**src/iog_pkg.sv**
```systemverilog
package iog_pkg;
    // apb register map
    localparam logic [7:0]  CFG_OFFS      = 8'h00;
    localparam logic [7:0]  STAT_OFFS     = 8'h04;
    localparam logic [7:0]  EVT_OFFS      = 8'h08;
    localparam logic [7:0]  EVMASK_OFFS   = 8'h0c;
    // config fields
    localparam int          CFG_CODE_LSB  = 0;
    localparam int          CFG_MBIT_LSB  = 8;
    localparam int          CFG_DEC_EN    = 12;
    localparam logic [7:0]  CODE_RST      = 8'hff;
    localparam logic [3:0]  MBIT_RST      = 4'h0;
    localparam logic        DEC_EN_RST    = 1'b1;
    localparam logic [3:0]  EVMASK_RST    = 4'h0;
    // event bits
    localparam int          EV_IO_RESET_PULSE      = 0;
    localparam int          EV_MASK       = 1;
    localparam int          EV_DONE       = 2;
    localparam int          EV_IRQ_GRANT  = 3;
    localparam int          EV_W          = 4;
    // function codes
    localparam logic [3:0]  FC_IO_RESET_PULSE      = 4'h9;
    localparam logic [3:0]  FC_MASK_LOAD_PULSE       = 4'ha;
    localparam logic [3:0]  FC_NOP        = 4'hf;
    // two-phase clock: one phase period in system clocks
    localparam int          PHASE_CYC     = 1;
endpackage

```
**src/iog_fn_decode.sv**
```systemverilog
`timescale 1ns/1ps
module iog_fn_decode #(
    parameter int CODE_W = 4
) (
    // clock and reset
    input  wire logic                     clock_i,
    input  wire logic                     rst_n_i,
    // code and strobe
    input  wire logic [CODE_W-1:0]        code_i,
    input  wire logic                     strobe_n_i,
    input  wire logic                     enable_i,
    // one-hot pulses
    output logic      [(1<<CODE_W)-1:0]   pulse_o
);
    function automatic logic [(1<<CODE_W)-1:0] onehot(input logic [CODE_W-1:0] c);
        onehot    = '0;
        onehot[c] = 1'b1;
    endfunction

    always_ff @(posedge clock_i or negedge rst_n_i) begin
        if (!rst_n_i) begin
            pulse_o <= '0;
        end else if (!strobe_n_i && enable_i) begin
            pulse_o <= onehot(code_i);
        end else begin
            pulse_o <= '0;
        end
    end
endmodule

```
**src/iog_glue.sv**
```systemverilog
`timescale 1ns/1ps
module iog_glue (
    // clock and reset
    input  wire logic          clock_i,
    input  wire logic          rst_n_i,
    // apb slave
    input  wire logic [7:0]    paddr_i,
    input  wire logic          psel_i,
    input  wire logic          penable_i,
    input  wire logic          pwrite_i,
    input  wire logic [31:0]   pwdata_i,
    output logic      [31:0]   prdata_o,
    output logic               pready_o,
    output logic               pslverr_o,
    output logic               irq_o,
    // controller side
    input  wire logic [3:0]    function_code_i,
    input  wire logic          function_code_valid_n_i,
    input  wire logic          ctl_busy_i,
    input  wire logic          ctl_done_i,
    output logic               busy_set_n_o,
    output logic               done_set_n_o,
    output logic               irq_ack_enable_o,
    output logic               channel_ack_enable_o,
    output logic               clock_phase_one_o,
    output logic               clock_phase_two_o,
    // io bus request drivers, open collector
    output logic               bus_irq_request_oe_o,
    output logic               bus_channel_request_oe_o,
    // peripheral side
    input  wire logic          set_busy_i,
    input  wire logic          set_done_i,
    output logic               busy_o,
    output logic               done_o,
    input  wire logic          irq_request_sync_n_i,
    input  wire logic          channel_request_sync_n_i,
    output logic [15:0]        control_pulse_o,
    input  wire logic [15:0]   data_i,
    output logic [15:0]        data_o,
    output logic [15:0]        data_oe_o,
    // priority chains
    input  wire logic          irq_priority_chain_in_i,
    output logic               irq_priority_chain_out_o,
    input  wire logic          channel_priority_chain_in_i,
    output logic               channel_priority_chain_out_o
);
    // ----------------------------------------------------------------
    // pin synchronisers
    // ----------------------------------------------------------------
    localparam int SYN_W = 13;
    // idle pin levels: chains granted, no request, strobe high, flags clear
    localparam logic [SYN_W-1:0] SYN_RST = 13'h1f00;
    logic [SYN_W-1:0] syn1_reg;
    logic [SYN_W-1:0] syn2_reg;

    always_ff @(posedge clock_i or negedge rst_n_i) begin
        if (!rst_n_i) begin
            syn1_reg <= SYN_RST;
            syn2_reg <= SYN_RST;
        end else begin
            syn1_reg <= {irq_priority_chain_in_i, channel_priority_chain_in_i,
                         irq_request_sync_n_i, channel_request_sync_n_i,
                         function_code_valid_n_i, function_code_i,
                         ctl_busy_i, ctl_done_i, set_busy_i, set_done_i};
            syn2_reg <= syn1_reg;
        end
    end

    // chains and acks lag the pins by the two synchroniser stages
    logic       irq_chain_in;
    logic       ch_chain_in;
    logic       irq_req;
    logic       ch_req;
    logic       strobe_n;
    logic [3:0] fcode;
    logic       flag_busy;
    logic       flag_done;
    logic       req_busy;
    logic       req_done;
    assign irq_chain_in = syn2_reg[12];
    assign ch_chain_in  = syn2_reg[11];
    assign irq_req      = ~syn2_reg[10];
    assign ch_req       = ~syn2_reg[9];
    assign strobe_n     = syn2_reg[8];
    assign fcode        = syn2_reg[7:4];
    assign flag_busy    = syn2_reg[3];
    assign flag_done    = syn2_reg[2];
    assign req_busy     = syn2_reg[1];
    assign req_done     = syn2_reg[0];

    // ----------------------------------------------------------------
    // registers
    // ----------------------------------------------------------------
    localparam int EV_W = iog_pkg::EV_W;
    logic [7:0]      code_reg;
    logic [3:0]      mbit_reg;
    logic            dec_en_reg;
    logic [3:0]      evmask_reg;
    logic [EV_W-1:0] event_reg;
    logic [EV_W-1:0] event_next;
    logic            wr_en;
    logic            rd_en;
    logic            hit;

    assign wr_en     = psel_i && penable_i && pwrite_i;
    assign rd_en     = psel_i && penable_i && !pwrite_i;
    assign hit       = (paddr_i == iog_pkg::CFG_OFFS) || (paddr_i == iog_pkg::STAT_OFFS)
                    || (paddr_i == iog_pkg::EVT_OFFS) || (paddr_i == iog_pkg::EVMASK_OFFS);
    assign pready_o  = 1'b1;
    assign pslverr_o = psel_i && penable_i && !hit;

    always_ff @(posedge clock_i or negedge rst_n_i) begin
        if (!rst_n_i) begin
            code_reg   <= iog_pkg::CODE_RST;
            mbit_reg   <= iog_pkg::MBIT_RST;
            dec_en_reg <= iog_pkg::DEC_EN_RST;
            evmask_reg <= iog_pkg::EVMASK_RST;
        end else if (wr_en && paddr_i == iog_pkg::CFG_OFFS) begin
            code_reg   <= pwdata_i[iog_pkg::CFG_CODE_LSB +: 8];
            mbit_reg   <= pwdata_i[iog_pkg::CFG_MBIT_LSB +: 4];
            dec_en_reg <= pwdata_i[iog_pkg::CFG_DEC_EN];
        end else if (wr_en && paddr_i == iog_pkg::EVMASK_OFFS) begin
            evmask_reg <= pwdata_i[EV_W-1:0];
        end
    end

    always_ff @(posedge clock_i or negedge rst_n_i) begin
        if (!rst_n_i) begin
            prdata_o <= 32'h0;
        end else if (psel_i && !penable_i && !pwrite_i) begin
            case (paddr_i)
                iog_pkg::CFG_OFFS:    prdata_o <= {19'h0, dec_en_reg, mbit_reg, code_reg};
                iog_pkg::STAT_OFFS:   prdata_o <= {22'h0, fcode, ch_chain_in, irq_chain_in,
                                                   ch_req, irq_req, flag_done, flag_busy};
                iog_pkg::EVT_OFFS:    prdata_o <= {28'h0, event_reg};
                iog_pkg::EVMASK_OFFS: prdata_o <= {28'h0, evmask_reg};
                default:              prdata_o <= 32'h0;
            endcase
        end
    end

    // ----------------------------------------------------------------
    // function decoder
    // ----------------------------------------------------------------
    logic [15:0] pulses;

    iog_fn_decode #(
        .CODE_W     (4)
    ) u_dec (
        .clock_i    (clock_i),
        .rst_n_i    (rst_n_i),
        .code_i     (fcode),
        .strobe_n_i (strobe_n),
        .enable_i   (dec_en_reg),
        .pulse_o    (pulses)
    );

    // idle code pulse goes out alone, nothing else reacts
    assign control_pulse_o = pulses;

    logic io_reset_pulse;
    logic mask_load_pulse;
    // io reset follows controller reset command decode
    assign io_reset_pulse  = pulses[iog_pkg::FC_IO_RESET_PULSE];
    assign mask_load_pulse = pulses[iog_pkg::FC_MASK_LOAD_PULSE];

    // ----------------------------------------------------------------
    // busy/done and requests
    // ----------------------------------------------------------------
    // set requests to flag pins, flag states back out
    always_ff @(posedge clock_i or negedge rst_n_i) begin
        if (!rst_n_i) begin
            busy_set_n_o <= 1'b1;
            done_set_n_o <= 1'b1;
            busy_o       <= 1'b0;
            done_o       <= 1'b0;
        end else begin
            busy_set_n_o <= ~req_busy;
            done_set_n_o <= ~req_done;
            busy_o       <= flag_busy;
            done_o       <= flag_done;
        end
    end

    // chain in high only without request above
    // chain out feeds the next lower peripheral
    // chain out low when requesting or chain in low
    assign irq_priority_chain_out_o     = irq_chain_in && !irq_req;
    // channel chain gated the same way
    assign channel_priority_chain_out_o = ch_chain_in && !ch_req;
    // answer acknowledges only with chain priority
    assign irq_ack_enable_o             = irq_chain_in && irq_req;
    assign channel_ack_enable_o         = ch_chain_in && ch_req;
    assign bus_irq_request_oe_o         = irq_req;
    assign bus_channel_request_oe_o     = ch_req;

    // ----------------------------------------------------------------
    // jumper data drivers
    // ----------------------------------------------------------------
    // drivers only ever pull low; the wire's pull-up supplies the ones
    assign data_o = 16'h0;

    // jumper code on upper lines during io reset
    // mask bit line pulled low during mask-out
    always_ff @(posedge clock_i or negedge rst_n_i) begin
        if (!rst_n_i) begin
            data_oe_o <= 16'h0;
        end else if (io_reset_pulse) begin
            data_oe_o <= {~code_reg, 8'h0};
        end else if (mask_load_pulse) begin
            data_oe_o <= 16'h1 << mbit_reg;
        end else begin
            data_oe_o <= 16'h0;
        end
    end

    // ----------------------------------------------------------------
    // events and interrupt
    // ----------------------------------------------------------------
    logic done_q;
    logic grant_q;
    logic [EV_W-1:0] ev_set;

    always_ff @(posedge clock_i or negedge rst_n_i) begin
        if (!rst_n_i) begin
            done_q  <= 1'b0;
            grant_q <= 1'b0;
        end else begin
            done_q  <= flag_done;
            grant_q <= irq_ack_enable_o;
        end
    end

    always_comb begin
        ev_set                        = '0;
        ev_set[iog_pkg::EV_IO_RESET_PULSE]     = io_reset_pulse;
        ev_set[iog_pkg::EV_MASK]      = mask_load_pulse;
        ev_set[iog_pkg::EV_DONE]      = flag_done && !done_q;
        ev_set[iog_pkg::EV_IRQ_GRANT] = irq_ack_enable_o && !grant_q;
        event_next                    = event_reg;
        // clear only what the read returned: a bit set at the setup edge
        // was not in the read data and must survive the access edge
        if (rd_en && paddr_i == iog_pkg::EVT_OFFS) begin
            event_next = event_reg & ~prdata_o[EV_W-1:0];
        end
        event_next = event_next | ev_set;
    end

    always_ff @(posedge clock_i or negedge rst_n_i) begin
        if (!rst_n_i) begin
            event_reg <= '0;
            irq_o     <= 1'b0;
        end else begin
            event_reg <= event_next;
            irq_o     <= |(event_next & evmask_reg);
        end
    end

    // ----------------------------------------------------------------
    // phase clock drive
    // ----------------------------------------------------------------
    iog_phase_clk u_clk (
        .clock_i     (clock_i),
        .rst_n_i     (rst_n_i),
        .phase_one_o (clock_phase_one_o),
        .phase_two_o (clock_phase_two_o)
    );
endmodule

```
**src/iog_phase_clk.sv**
```systemverilog
`timescale 1ns/1ps
module iog_phase_clk (
    // clock and reset
    input  wire logic   clock_i,
    input  wire logic   rst_n_i,
    // phase outputs
    output logic        phase_one_o,
    output logic        phase_two_o
);
    // a dead slot between phases keeps them from ever overlapping
    logic [1:0] slot_reg;

    always_ff @(posedge clock_i or negedge rst_n_i) begin
        if (!rst_n_i) begin
            slot_reg <= 2'h0;
        end else begin
            slot_reg <= slot_reg + 2'h1;
        end
    end

    always_ff @(posedge clock_i or negedge rst_n_i) begin
        if (!rst_n_i) begin
            phase_one_o <= 1'b0;
            phase_two_o <= 1'b0;
        end else begin
            phase_one_o <= (slot_reg == 2'h3);
            phase_two_o <= (slot_reg == 2'h1);
        end
    end
endmodule

```
**config.mk**
```make
export PLATFORM = sky130hd
export DESIGN_NAME = iog_glue
export DESIGN_NICKNAME = d
export VERILOG_FILES = /design/src/iog_pkg.sv /design/src/iog_fn_decode.sv /design/src/iog_glue.sv /design/src/iog_phase_clk.sv
export SDC_FILE = /design/constraint.sdc
export NUM_CORES = 1
export LEC_CHECK = 0
export BUFFER_PORTS_ARGS = -buffer_cell sky130_fd_sc_hd__buf_4
export CORE_MARGIN = 2
export CORE_UTILIZATION = 40
export DETAILED_ROUTE_END_ITERATION = 10
export PLACE_DENSITY = 0.68
export RECOVER_POWER = 50
export SYNTH_ARGS = -nofsm -noshare
export SYNTH_HDL_FRONTEND = slang
export SYNTH_SLANG_ARGS = --single-unit
```
**constraint.sdc**
```tcl
create_clock -name clock_i -period 2 [get_ports clock_i]
set_clock_uncertainty 0.2 [all_clocks]
set_input_delay 0.1 -clock clock_i [delete_from_list [all_inputs] [get_ports clock_i]]
set_output_delay 0.1 -clock clock_i [all_outputs]
set_load 0.02 [all_outputs]
```
Word level (Yosys, flattened, before mapping)

Index checks and enable logic that the tools add are counted.

Output and inout port bits: 95
Register bits: 121

Add/subtract/negate cells: 1
Shifts and indexed selects: 1
Reduce and logical (&&, ||, !) cells: 29
Mux-type cells: 7
Bitwise gates (word level): 10
Equality and inequality tests: 5
$lt $le $gt $ge: 2

Operators by type and width:

| operator               | count |
|---|---|
| $pmux W13 S4           | 1 |
| $mux W16               | 3 |
| $logic_and A1 B1 Y1    | 17 |
| $eq A8 B4 Y1 const B   | 2 |
| $shl A1 B4 Y16 const A | 1 |
| $and A4 B4 Y4          | 2 |
| $eq A8 B3 Y1 const B   | 1 |
| $logic_not A8 Y1       | 1 |
| $not A8 Y8             | 1 |
| $logic_not A1 Y1       | 6 |
| $lt A4 B5 Y1 const B   | 1 |
| $not A1 Y1             | 5 |
| $demux W1 S4           | 1 |
| $ge A4 B1 Y1 const B   | 1 |
| $mux W4                | 1 |
| $not A4 Y4             | 1 |
| $or A4 B4 Y4           | 1 |
| $reduce_or A4 Y1       | 1 |
| $logic_or A1 B1 Y1     | 3 |
| $add A2 B1 Y2 const B  | 1 |
| $eq A2 B1 Y1 const B   | 1 |
| $eq A2 B2 Y1 const B   | 1 |
| $reduce_and A2 Y1      | 1 |
| $mux W1                | 1 |

Logic depth before layout (Yosys ltp)

Gate-level depths: netlist of the first run.

Depth in word-level cells: 7
Mapped depth: 5
Mapped depth without buffers: 4

Modules after synthesis

A second synthesis of the first run with hierarchy kept.

Cell total of the unflattened synthesis: 308
Area total of the unflattened synthesis: 3981.3 sq um

Modules (own cells, without submodules):

| module        | times used | cells each | area each (sq um) | seq. area each (sq um) |
|---|---|---|---|---|
| iog_glue      | 1          | 260        | 3313.2            | 2078.2 |
| iog_fn_decode | 1          | 39         | 531.8             | 400.4 |
| iog_phase_clk | 1          | 9          | 136.4             | 100.1 |

Worst setup path before layout of the first run

OpenSTA, ideal clock, no wires.

Kind: input port to flip-flop
Start: in paddr_i[1]
End: reg evmask_reg[0]
Data arrival time: 1.786 ns
Setup slack: -0.111 ns
Setup time: 0.125 ns
Stages on the path: 5
Cells stage by stage: or4_4 or2_4 or4_4 buf_6 mux2_4

Cells in the longest elaborated chain, start to end: 4
Elaborated cells between the ends (all ways): 6

Ends and longest elaborated chain:

| item                                   | line            | source |
|---|---|---|
| start, declared                        | iog_glue.sv:7   | `input wire logic [7:0] paddr_i,` |
| $logic_not A8 Y1                       | iog_glue.sv:118 | `end else if (wr_en && paddr_i == iog_pkg::CFG_OFFS) begin` |
| $logic_and A1 B1 Y1                    | iog_glue.sv:118 |  |
| $not A1 Y1 (no source line)            | --              |  |
| $reduce_and A2 Y1 (no source line) (*) | --              |  |
| end signal, assigned                   | iog_glue.sv:117 | `evmask_reg <= iog_pkg::EVMASK_RST;` |
| end signal, assigned                   | iog_glue.sv:123 | `evmask_reg <= pwdata_i[EV_W-1:0];` |
| end, declared                          | iog_glue.sv:98  | `logic [3:0] evmask_reg;` |

Every way passes the cells marked *; elsewhere a longest branch is shown, timed or not.
A chain may end at the register's enable or synchronous reset.

Final worst setup path of the first run

Start: in paddr_i[2]
End: reg evmask_reg[1]

Same word-level chain as after synthesis.

==> impl_results.md, run 1 <==
* Ant diodes at 0
* Worst Path Required at 2.06 ns
* Commonest non-fill, non-tap cell in the layout: buf_4
* Launch point of the worst hold path: penable_i
* Unrepaired setup endpoints after global routing: no
* Cts repair resizes at 0
* Post-synthesis sequential area ratio at 64.9%
* Final wirelength at 8300 µm
* Tot GR Track Use at 15.9%
* Top layer in use: met4
* Post-DRT Antenna Nets at 0
* Post-CTS Setup Repair Bufs at 0
* Final-report max-slew violation count at 0
* Met3 routed WL at 486 µm
* Slew @ Worst Pin at 1.05 ns
* Port bufs at 97
* Status: completed
* Cells after Synth at 303
* Synthesis-to-finish area growth at 33.3%
* Crit-path leading delay family: buffers and inverters
* Core Box Area at 0.00973 mm²
* Max-cap violations at 0
* Maximum VDD drop at 0.436 mV
* Die height at 104 µm
* Num CTS Buffers at 9
* Detail Placement HPWL at 6000 µm
* Pwr Density at 737 mW/mm²
* Pre-antenna DRT Iters at 4
* Post-Layout Cell Count at 580
* Setup crit start kind: primary input
* YS warnings at 0
* Mapped cell area at 0.00398 mm²
* Final setup vio count at 0
* Largest net degree at the start of global routing at 44
* Routed vias at 2599
* Via density at 4.48
* Async set-reset flop share out of synthesis at 100%
* Initial core utilization at 40.9%
* CTS sink cnt at 102
* Layout cells sized above 1 at 37.4%
* Largest registers: data_oe_o x16, u_dec.pulse_o x16
* Worst Setup End Kind: flop
* Htree depth at 3
* Final Hold Violating Endpoints at 0
* Largest fanout on the critical path at 12
* CTS Root Cell: clkbuf_8
* DR WL/cell at 14.3 µm
* Post-synth EDFFs at 0
* Tcrit/Tclk final at 94.9%
* CP max-delay cell: or4_4
* Clock Latency Late Sink at 0.36 ns
* Most used DFF post-synth: dfrtp_1
* Clock buffer depth at 2
* Path type of the worst setup path: in -> reg
* Fillers at 858
* GRT overflow at 0
* Worst hold path type: in -> reg
* Layout Utilization at 54.5%
* Leakage at 2.59 nW
* First-pass GRT wire length at 13200 µm
* CP Cell Sequence: dlygate4sd3_1, buf_4, inv_1, or4_4, mux2_4
* Fmax at 527 MHz
* Worst EP arrival at 1.96 ns
* Slew headroom at 29.8%
* Placer Congestion at 0.824
* DRC at 0
* Clock tree from TritonCTS: done
* Syn Area/Cell at 13.1 µm²
* Initial antenna violation count at 0
* Commonest cells after routing, fill and taps aside: buf_4 (82), dfrtp_1 (81), conb_1 (36)
* Vias in the first global route at 2528
* Hold path depth at 4
* Met1 WL at 3550 µm
* Fin crit period at 1.90 ns
* R2R cell count at 3
* Tot Pwr at 3.90 mW
* Worst reg2reg path endpoint: data_oe_o[8]
* Post-synthesis register bit count at 102
* CP bufs+invs at 3
* Fin Setup TNS at 0 ns
* Die Area at 0.0108 mm²
* Worst-path clk slew at 0.10 ns
* Row Count at 36
* Starting DRT DRC Count at 99
* Wire length on met2 at 4140 µm
* Worst Hold End: prdata_o[4]
* Boundary Pins at 169
* Placed insts at 534
* Post-synth cell types at 41
* Largest stage delay, worst path at 0.61 ns
* Layout Nets at 518
* Horiz. Die Dim at 104 µm
* RR Startpoint: u_dec.pulse_o[9]
* Hold Slack at 0.0566 ns
* Reg2Reg Setup Slack at 0.28 ns
## worst max path at each step
stage,slack [ns],cells after the start,end,start
2_1_floorplan,-0.11,5,evmask_reg[0],paddr_i[1]
4_1_cts,0.12,5,evmask_reg[1],paddr_i[2]
6_report,0.10,5,evmask_reg[1],paddr_i[2]
5_1_grt,0.05,5,evmask_reg[0],paddr_i[2]
3_5_place_dp,-0.21,5,evmask_reg[1],paddr_i[1]
3_3_place_gp,-0.17,5,evmask_reg[0],paddr_i[1]
## power breakdown
group	leakage (nW)	internal (mW)	switching, mW
clock	0.112	0.722	0.721
sequential	1.29	2.11	0.0264
combinational	1.18	0.140	0.181
total	2.59	2.97	0.929
## tightest hold or removal path, cell delays in order
cell and delay [ns]:
buf_4 0.09, or3b_2 0.12, or3_2 0.17, o21ai_0 0.10
## Yosys cell counts, drive strengths merged (3+ instances only)
library cell	instances	share of area, %
o21ai	16	2.0
nand2b	6	0.94
or3b	3	0.66
nor2b	7	1.1
nor3	6	0.76
dfstp	21	14
buf	39	7.3
o22ai	6	0.94
clkbuf	4	0.41
inv	9	0.85
a21o	5	0.94
mux2	17	5.2
nor4	3	0.85
nor2	21	2.0
nand2	21	2.0
a22o	4	0.88
or3	3	0.50
mux2i	6	1.5
mux4	4	2.3
dfrtp	81	51
## repair_timing
| action | CTS | global route |
|---|---|---|
| endpoints found under the setup margin | 0 | 0 |
| hold buffers | 30 | 0 |
| endpoints found under the hold margin | 125 | 0 |
## cell families after synthesis
family / synth area share (%)
flip-flops: 64.9
AND/OR/NAND/NOR: 11.3
buffers and inverters: 8.65
AO/OA/AOI/OAI: 5.41
multiplexers: 8.97
adder cells (fa/ha/maj): 0.629
other: 0.189
## cell type report
cell class | count | area (µm²) | area share, %
Clock buffer | 9 | 124 | 2.34
Clock inverter | 7 | 105 | 1.98
Inverter | 10 | 37.5 | 0.708
Multi-Input combinational cell | 182 | 1190 | 22.5
Sequential cell | 102 | 2580 | 48.7
Tap cell | 133 | 166 | 3.14
Timing Repair Buffer | 137 | 1090 | 20.7
## per-stage QoR
step | setup WS [ns] | instance area, µm²
after floorplan | -0.111 | 4120
after global placement | -0.171 | 4800
after detailed placement | -0.207 | 4800
after CTS | 0.115 | 5330
after global routing | 0.0487 | 5300
final | 0.102 | 5300
## routing by layer
metal / up-vias / GRT usage (%)
li1: 1230 / -
met1: 1273 / 20.6
met2: 87 / 25.6
met3: 9 / 4.78
met4: 0 / 5.50
met5: - / 0
Note: power is estimated with default switching activity, not from simulation.
==> run 2, diff against run 1 <==
- GPL_TIMING_DRIVEN: unset -> 0
- PLACE_DENSITY: 0.68 -> 0.8
==> impl_results.md, run 2 (synthesis results as in run 1) <==
* Fmax at 523 MHz (-0.81%)
* Post-DRT Antenna Nets at 0 (unchanged)
* Failing checks: negative hold slack
* Commonest cells after routing, fill and taps aside: dfrtp_1 (81), buf_4 (67), clkbuf_1 (55)
* Design internal power at 2.89 mW (-2.9%)
* Final-report max-slew violation count at 0 (unchanged)
* Worst Hold End: prdata_o[10]
* Status: finished with violations
* Switching power at 0.934 mW (+0.60%)
* Row Count at 36 (unchanged)
* Die Area at 0.0108 mm² (unchanged)
* Launch point of the worst hold path: paddr_i[4]
* Tcrit/Tclk final at 95.7% (+0.77 points)
* Largest net degree at the start of global routing at 103 (+130%)
* Maximum VDD drop at 0.289 mV (-34%)
* Horiz. Die Dim at 104 µm (unchanged)
* Worst Path Required at 2.05 ns (about the same)
* Slew @ Worst Pin at 1.35 ns (+0.298 ns)
* Post-Layout Cell Count at 613 (+5.7%)
* Comb power frac at 9.6% (+1.4 points)
* Post-CTS Setup Repair Bufs at 0 (unchanged)
* Synthesis-to-finish area growth at 34.1%
* Leakage at 2.55 nW (-1.2%)
* Most Used Layer, Global Route: met2
* Commonest non-fill, non-tap cell in the layout: dfrtp_1
* CP max-delay cell: or4_4
* Ant diodes at 0 (unchanged)
* Max-cap violations at 0 (unchanged)
* CP Cell Sequence: buf_4, or4_4, or2_4, nor4_4, buf_6, mux2_2
* Sw frac at 24.5% (+0.65 points)
* Layout Nets at 551 (+6.4%)
* CTS Root Cell: clkbuf_8
* Num CTS Buffers at 9 (unchanged)
* Unrepaired setup endpoints after global routing: no
* CTS sink cnt at 102 (unchanged)
* Clock tree from TritonCTS: done
* Sequential share of power at 55.9% (+1.1 points)
* GRT overflow at 0 (unchanged)
* Detail Placement HPWL at 6330 µm (+5.5%)
* Path type of the worst setup path: in -> reg
* First-pass GRT wire length at 14400 µm (+8.8%)
* Htree depth at 3 (unchanged)
* Hold_buf cts at 30 (unchanged)
* DR WL/cell at 14.2 µm (-0.98%)
* Worst hold path type: in -> reg
* Pwr Density at 717 mW/mm² (-2.7%)
* Initial antenna violation count at 0 (unchanged)
* Layout cells sized above 1 at 31.5% (-5.9 points)
* Vias in the first global route at 2869 (+13%)
* Worst EP arrival at 1.96 ns (about the same)
* Worst reg2reg path endpoint: data_oe_o[8]
* Largest stage delay, worst path at 0.54 ns (-0.07 ns)
* Tot GR Track Use at 17.0% (+1.1 points)
* Fin Setup TNS at 0 ns (unchanged)
* Largest registers: data_oe_o x16, u_dec.pulse_o x16
* Worst-path clk slew at 0.09 ns (about the same)
* Final wirelength at 8690 µm (+4.6%)
* Hold Slack at -0.00677 ns (-0.0634 ns)
* Worst Setup End Kind: flop
* Final Hold Violating Endpoints at 1 (+1)
* GR Util met3 at 3.96% (-0.82 points)
* Hold path depth at 5 (+1)
* Setup crit start kind: primary input
* Grt met2 use at 28.3% (+2.7 points)
* Placer Congestion at 0.829 (+0.58%)
* Placed insts at 567 (+6.2%)
* R2R cell count at 3 (unchanged)
* Die height at 104 µm (unchanged)
* Port bufs at 97 (unchanged)
* Critical Path Source: paddr_i[1]
* Met1 Usage GRT at 20.7% (+0.042 points)
* Fin crit period at 1.91 ns (+0.0155 ns)
* Clock buffer depth at 2 (unchanged)
* Largest fanout on the critical path at 10 (-2)
* Routed vias at 2763 (+6.3%)
* Initial core utilization at 40.9% (unchanged)
* Boundary Pins at 169 (unchanged)
* Clock Latency Late Sink at 0.36 ns (about the same)
* Reg2Reg Setup Slack at 0.27 ns (about the same)
* Clock share of power at 34.5% (-2.5 points)
* Via density at 4.51 (+0.59%)
* RR Startpoint: u_dec.pulse_o[9]
* Final setup vio count at 0 (unchanged)
* DRC at 0 (unchanged)
* Slew headroom at 9.96% (-20 points)
* Starting DRT DRC Count at 163 (+65%)
* Pre-antenna DRT Iters at 5 (+1)
* Core Box Area at 0.00973 mm² (unchanged)
[run 2: changes by cell type in the layout (fill, tap and decap cells not counted), moves of 2 or more]
cell and change:
buf_12 -2, clkbuf_1 +48, clkbuf_2 -2, buf_6 +2, buf_4 -15
[run 2: final cells by class]
| class | instances | area, µm² |
|---|---|---|
| timing repair buffer | 127 | 833 |
| fill | 886 | 4400 |
| sequential | 102 | 2580 |
| buffer | 43 | 313 |
| inverter | 10 | 37.5 |
| multi-input combinational | 182 | 1200 |
| clock buffer | 9 | 124 |
| clock inverter | 7 | 81.3 |
| tap | 133 | 166 |
[run 2: worst max path at each step]
| stage | depth (start not counted) | end |
|---|---|---|
| detailed placement | 6 | event_reg[1] |
| global route | 6 | mbit_reg[0] |
| floorplan | 5 | evmask_reg[0] |
| global placement | 6 | mbit_reg[0] |
| CTS | 6 | event_reg[0] |
| finish | 6 | mbit_reg[0] |
[run 2: timing repair]
item	4_1_cts	5_1_grt
setup endpoints to repair	0	5
hold endpoints to repair	119	1
gates resized for setup	0	1
[run 2: metal layers]
layer | wire (µm) | up-vias | part of all wire [%]
met5 | 0 | - | 0
li1 | - | 1302 | -
met4 | 244 | 0 | 2.8
met2 | 4480 | 89 | 52
met3 | 524 | 16 | 6.0
met1 | 3440 | 1356 | 40
[run 2: power by group through the flow]
stage	logic [mW]	registers (mW)	clock network, mW
5_1_grt	0.399	2.15	1.46
3_3_place_gp	0.318	2.18	0
4_1_cts	0.374	2.14	1.37
6_report	0.367	2.14	1.32
2_1_floorplan	0.179	2.18	0
3_5_place_dp	0.325	2.18	0
[run 2: critical path: cells and delay by family]
kind | cells | cell delay (ns)
buffers and inverters | 2 | 0.33
and+or+nand+nor | 3 | 1.18
muxes | 1 | 0.34
[run 2: metrics by stage]
stage / worst slack (ns) / area, µm² / util, % / power (mW)
after floorplan: -0.111 / 4120 / - / 2.36
after global placement: -0.281 / 5020 / 51.6 / 2.49
after detailed placement: -0.317 / 5020 / 51.6 / 2.50
after CTS: 0.0734 / 5520 / 56.8 / 3.88
after global routing: 0.0203 / 5330 / 54.8 / 4.00
final: 0.0862 / 5330 / 54.8 / 3.82
==> run 3, diff against run 2 <==
- CORE_UTILIZATION: 40 -> 47
- PLACE_DENSITY: 0.8 -> 0.9
==> impl_results.md, run 3 (synthesis results as in run 1) <==
* Die Area at 0.00921 mm² (-14%)
* Worst reg2reg path endpoint: data_oe_o[8]
* Fillers at 660 (-26%)
* Path type of the worst setup path: in -> reg
* Register area at 0.00258 mm² (unchanged)
* Post-Layout Cell Count at 585 (-4.6%)
* Detail Placement HPWL at 6140 µm (-2.9%)
* Layout cells sized above 1 at 30.6% (-0.83 points)
* Starting DRT DRC Count at 129 (-21%)
* RR Startpoint: u_dec.pulse_o[9]
* Num CTS Buffers at 9 (unchanged)
* First-pass GRT wire length at 13100 µm (-9.2%)
* Tot GR Track Use at 18.6% (+1.6 points)
* DRC at 0 (unchanged)
* Slew headroom at 11.2% (+1.2 points)
* Commonest cells after routing, fill and taps aside: dfrtp_1 (81), buf_4 (67), clkbuf_1 (56)
* Placer Congestion at 0.875 (+5.6%)
* Pwr Density at 716 mW/mm² (about the same)
* DP Area at 0.00498 mm² (-0.70%)
* Row Count at 33 (-8.3%)
* CTS sink cnt at 102 (unchanged)
* Largest fanout on the critical path at 10 (unchanged)
* Vias in the first global route at 2743 (-4.4%)
* GRT overflow at 0 (unchanged)
* Initial antenna violation count at 0 (unchanged)
* Cts repair resizes at 0 (unchanged)
* Horiz. Die Dim at 96.0 µm (-7.4%)
* Boundary Pins at 169 (unchanged)
* Final setup vio count at 0 (unchanged)
* Tot Pwr at 3.78 mW (-0.98%)
* Synthesis-to-finish area growth at 32.9%
* Core Box Area at 0.00822 mm² (-16%)
* Worst hold path type: in -> reg
* Reg2Reg Setup Slack at 0.30 ns (+0.03 ns)
* Status: completed
* Crit-path leading delay family: simple AND/OR/NAND/NOR gates
* Htree depth at 3 (unchanged)
* CP Cell Sequence: buf_4, or4_4, or2_4, nor4_4, buf_6, mux2_2
* Post-DRT Antenna Nets at 0 (unchanged)
* R2R cell count at 3 (unchanged)
* Post-CTS Setup Repair Bufs at 0 (unchanged)
* Clock tree from TritonCTS: done
* CTS Root Cell: clkbuf_8
* Largest stage delay, worst path at 0.55 ns (about the same)
* Final Cell Area at 0.00529 mm² (-0.89%)
* Worst Hold End: prdata_o[11]
* Port bufs at 97 (unchanged)
* Commonest non-fill, non-tap cell in the layout: dfrtp_1
* CP max-delay cell: or4_4
* Layout Nets at 551 (unchanged)
* Pre-antenna DRT Iters at 4 (-1)
* CP bufs+invs at 2 (unchanged)
* Tcrit/Tclk final at 98.9% (+3.2 points)
* Setup crit start kind: primary input
* Hold path depth at 5 (unchanged)
* Worst-path clk slew at 0.10 ns (about the same)
* Via density at 4.71 (+4.5%)
* Largest net degree at the start of global routing at 103 (unchanged)
* Multi-input gate area at 0.00119 mm² (-0.52%)
* Largest registers: data_oe_o x16, u_dec.pulse_o x16
* Final Hold Violating Endpoints at 0 (-1)
* Max-cap violations at 0 (unchanged)
* Unrepaired setup endpoints after global routing: no
* Initial core utilization at 48.4% (+7.5 points)
* Fin crit period at 1.98 ns (+0.0635 ns)
* Worst Path Required at 2.03 ns (-0.02 ns)
* Final-report max-slew violation count at 0 (unchanged)
* Clock buffer depth at 2 (unchanged)
* Leakage at 2.55 nW (-0.14%)
* DR WL/cell at 14.6 µm (+2.8%)
* Fmax at 506 MHz (-3.2%)
* Hold Slack at 0.0310 ns (+0.0378 ns)
* CP Depth at 6 (unchanged)
* Placed insts at 539 (-4.9%)
* Ant diodes at 0 (unchanged)
* Final wirelength at 8520 µm (-1.9%)
* Slew @ Worst Pin at 1.33 ns (-0.0184 ns)
* Launch point of the worst hold path: paddr_i[4]
* Worst EP arrival at 2.01 ns (+0.05 ns)
* Die height at 96.0 µm (-7.4%)
* Maximum VDD drop at 0.544 mV (+88%)
* Routed vias at 2755 (-0.29%)
* Clock Latency Late Sink at 0.33 ns (-0.03 ns)
* Worst Setup End Kind: flop
[run 3: per-stage QoR]
stage               utilization [%]  TNS (ns)  worst slack [ns]
finish                         64.3         0            0.0227
global route                   64.3         0           0.00628
CTS                            66.7         0            0.0216
detailed placement             60.6     -5.87            -0.354
global placement               60.6     -4.78            -0.306
floorplan                         -    -0.493            -0.111
[run 3: cell type report]
cell class | count | share of cell area, %
Buffer | 43 | 5.92
Clock buffer | 11 | 2.68
Clock inverter | 5 | 1.09
Inverter | 10 | 0.710
Multi-Input combinational cell | 182 | 22.6
Sequential cell | 102 | 48.8
Tap cell | 105 | 2.49
Timing Repair Buffer | 127 | 15.8
[run 3: worst register-to-register path: stages, from the launching register on]
cell and delay, ns:
dfrtp_1 0.46, nand2b_1 0.21, or3b_2 0.51, o32ai_1 0.24
[run 3: power breakdown]
part           switching, mW  internal [mW]
registers             0.0259           2.11
logic                  0.190          0.176
clock network          0.663          0.617
[run 3: repair_timing]
action,in CTS,in global routing
hold buffers,30,0
endpoints found under the hold margin,119,0
setup endpoints to repair,0,0
[run 3: routing by layer]
metal | routed length (µm) | share of wire, % | GRT usage (%)
met3 | 526 | 6.2 | 3.92
met4 | 53 | 0.62 | 5.48
met1 | 3470 | 41 | 23.3
met2 | 4470 | 52 | 32.6
met5 | 0 | 0 | 0
[run 3: worst max path at each step]
stage | end | startpoint | slack (ns)
floorplan | evmask_reg[0] | paddr_i[1] | -0.11
global placement | mbit_reg[0] | paddr_i[1] | -0.31
detailed placement | mbit_reg[0] | paddr_i[1] | -0.35
CTS | mbit_reg[0] | paddr_i[1] | 0.02
global route | mbit_reg[0] | paddr_i[1] | 0.006
finish | mbit_reg[0] | paddr_i[1] | 0.02
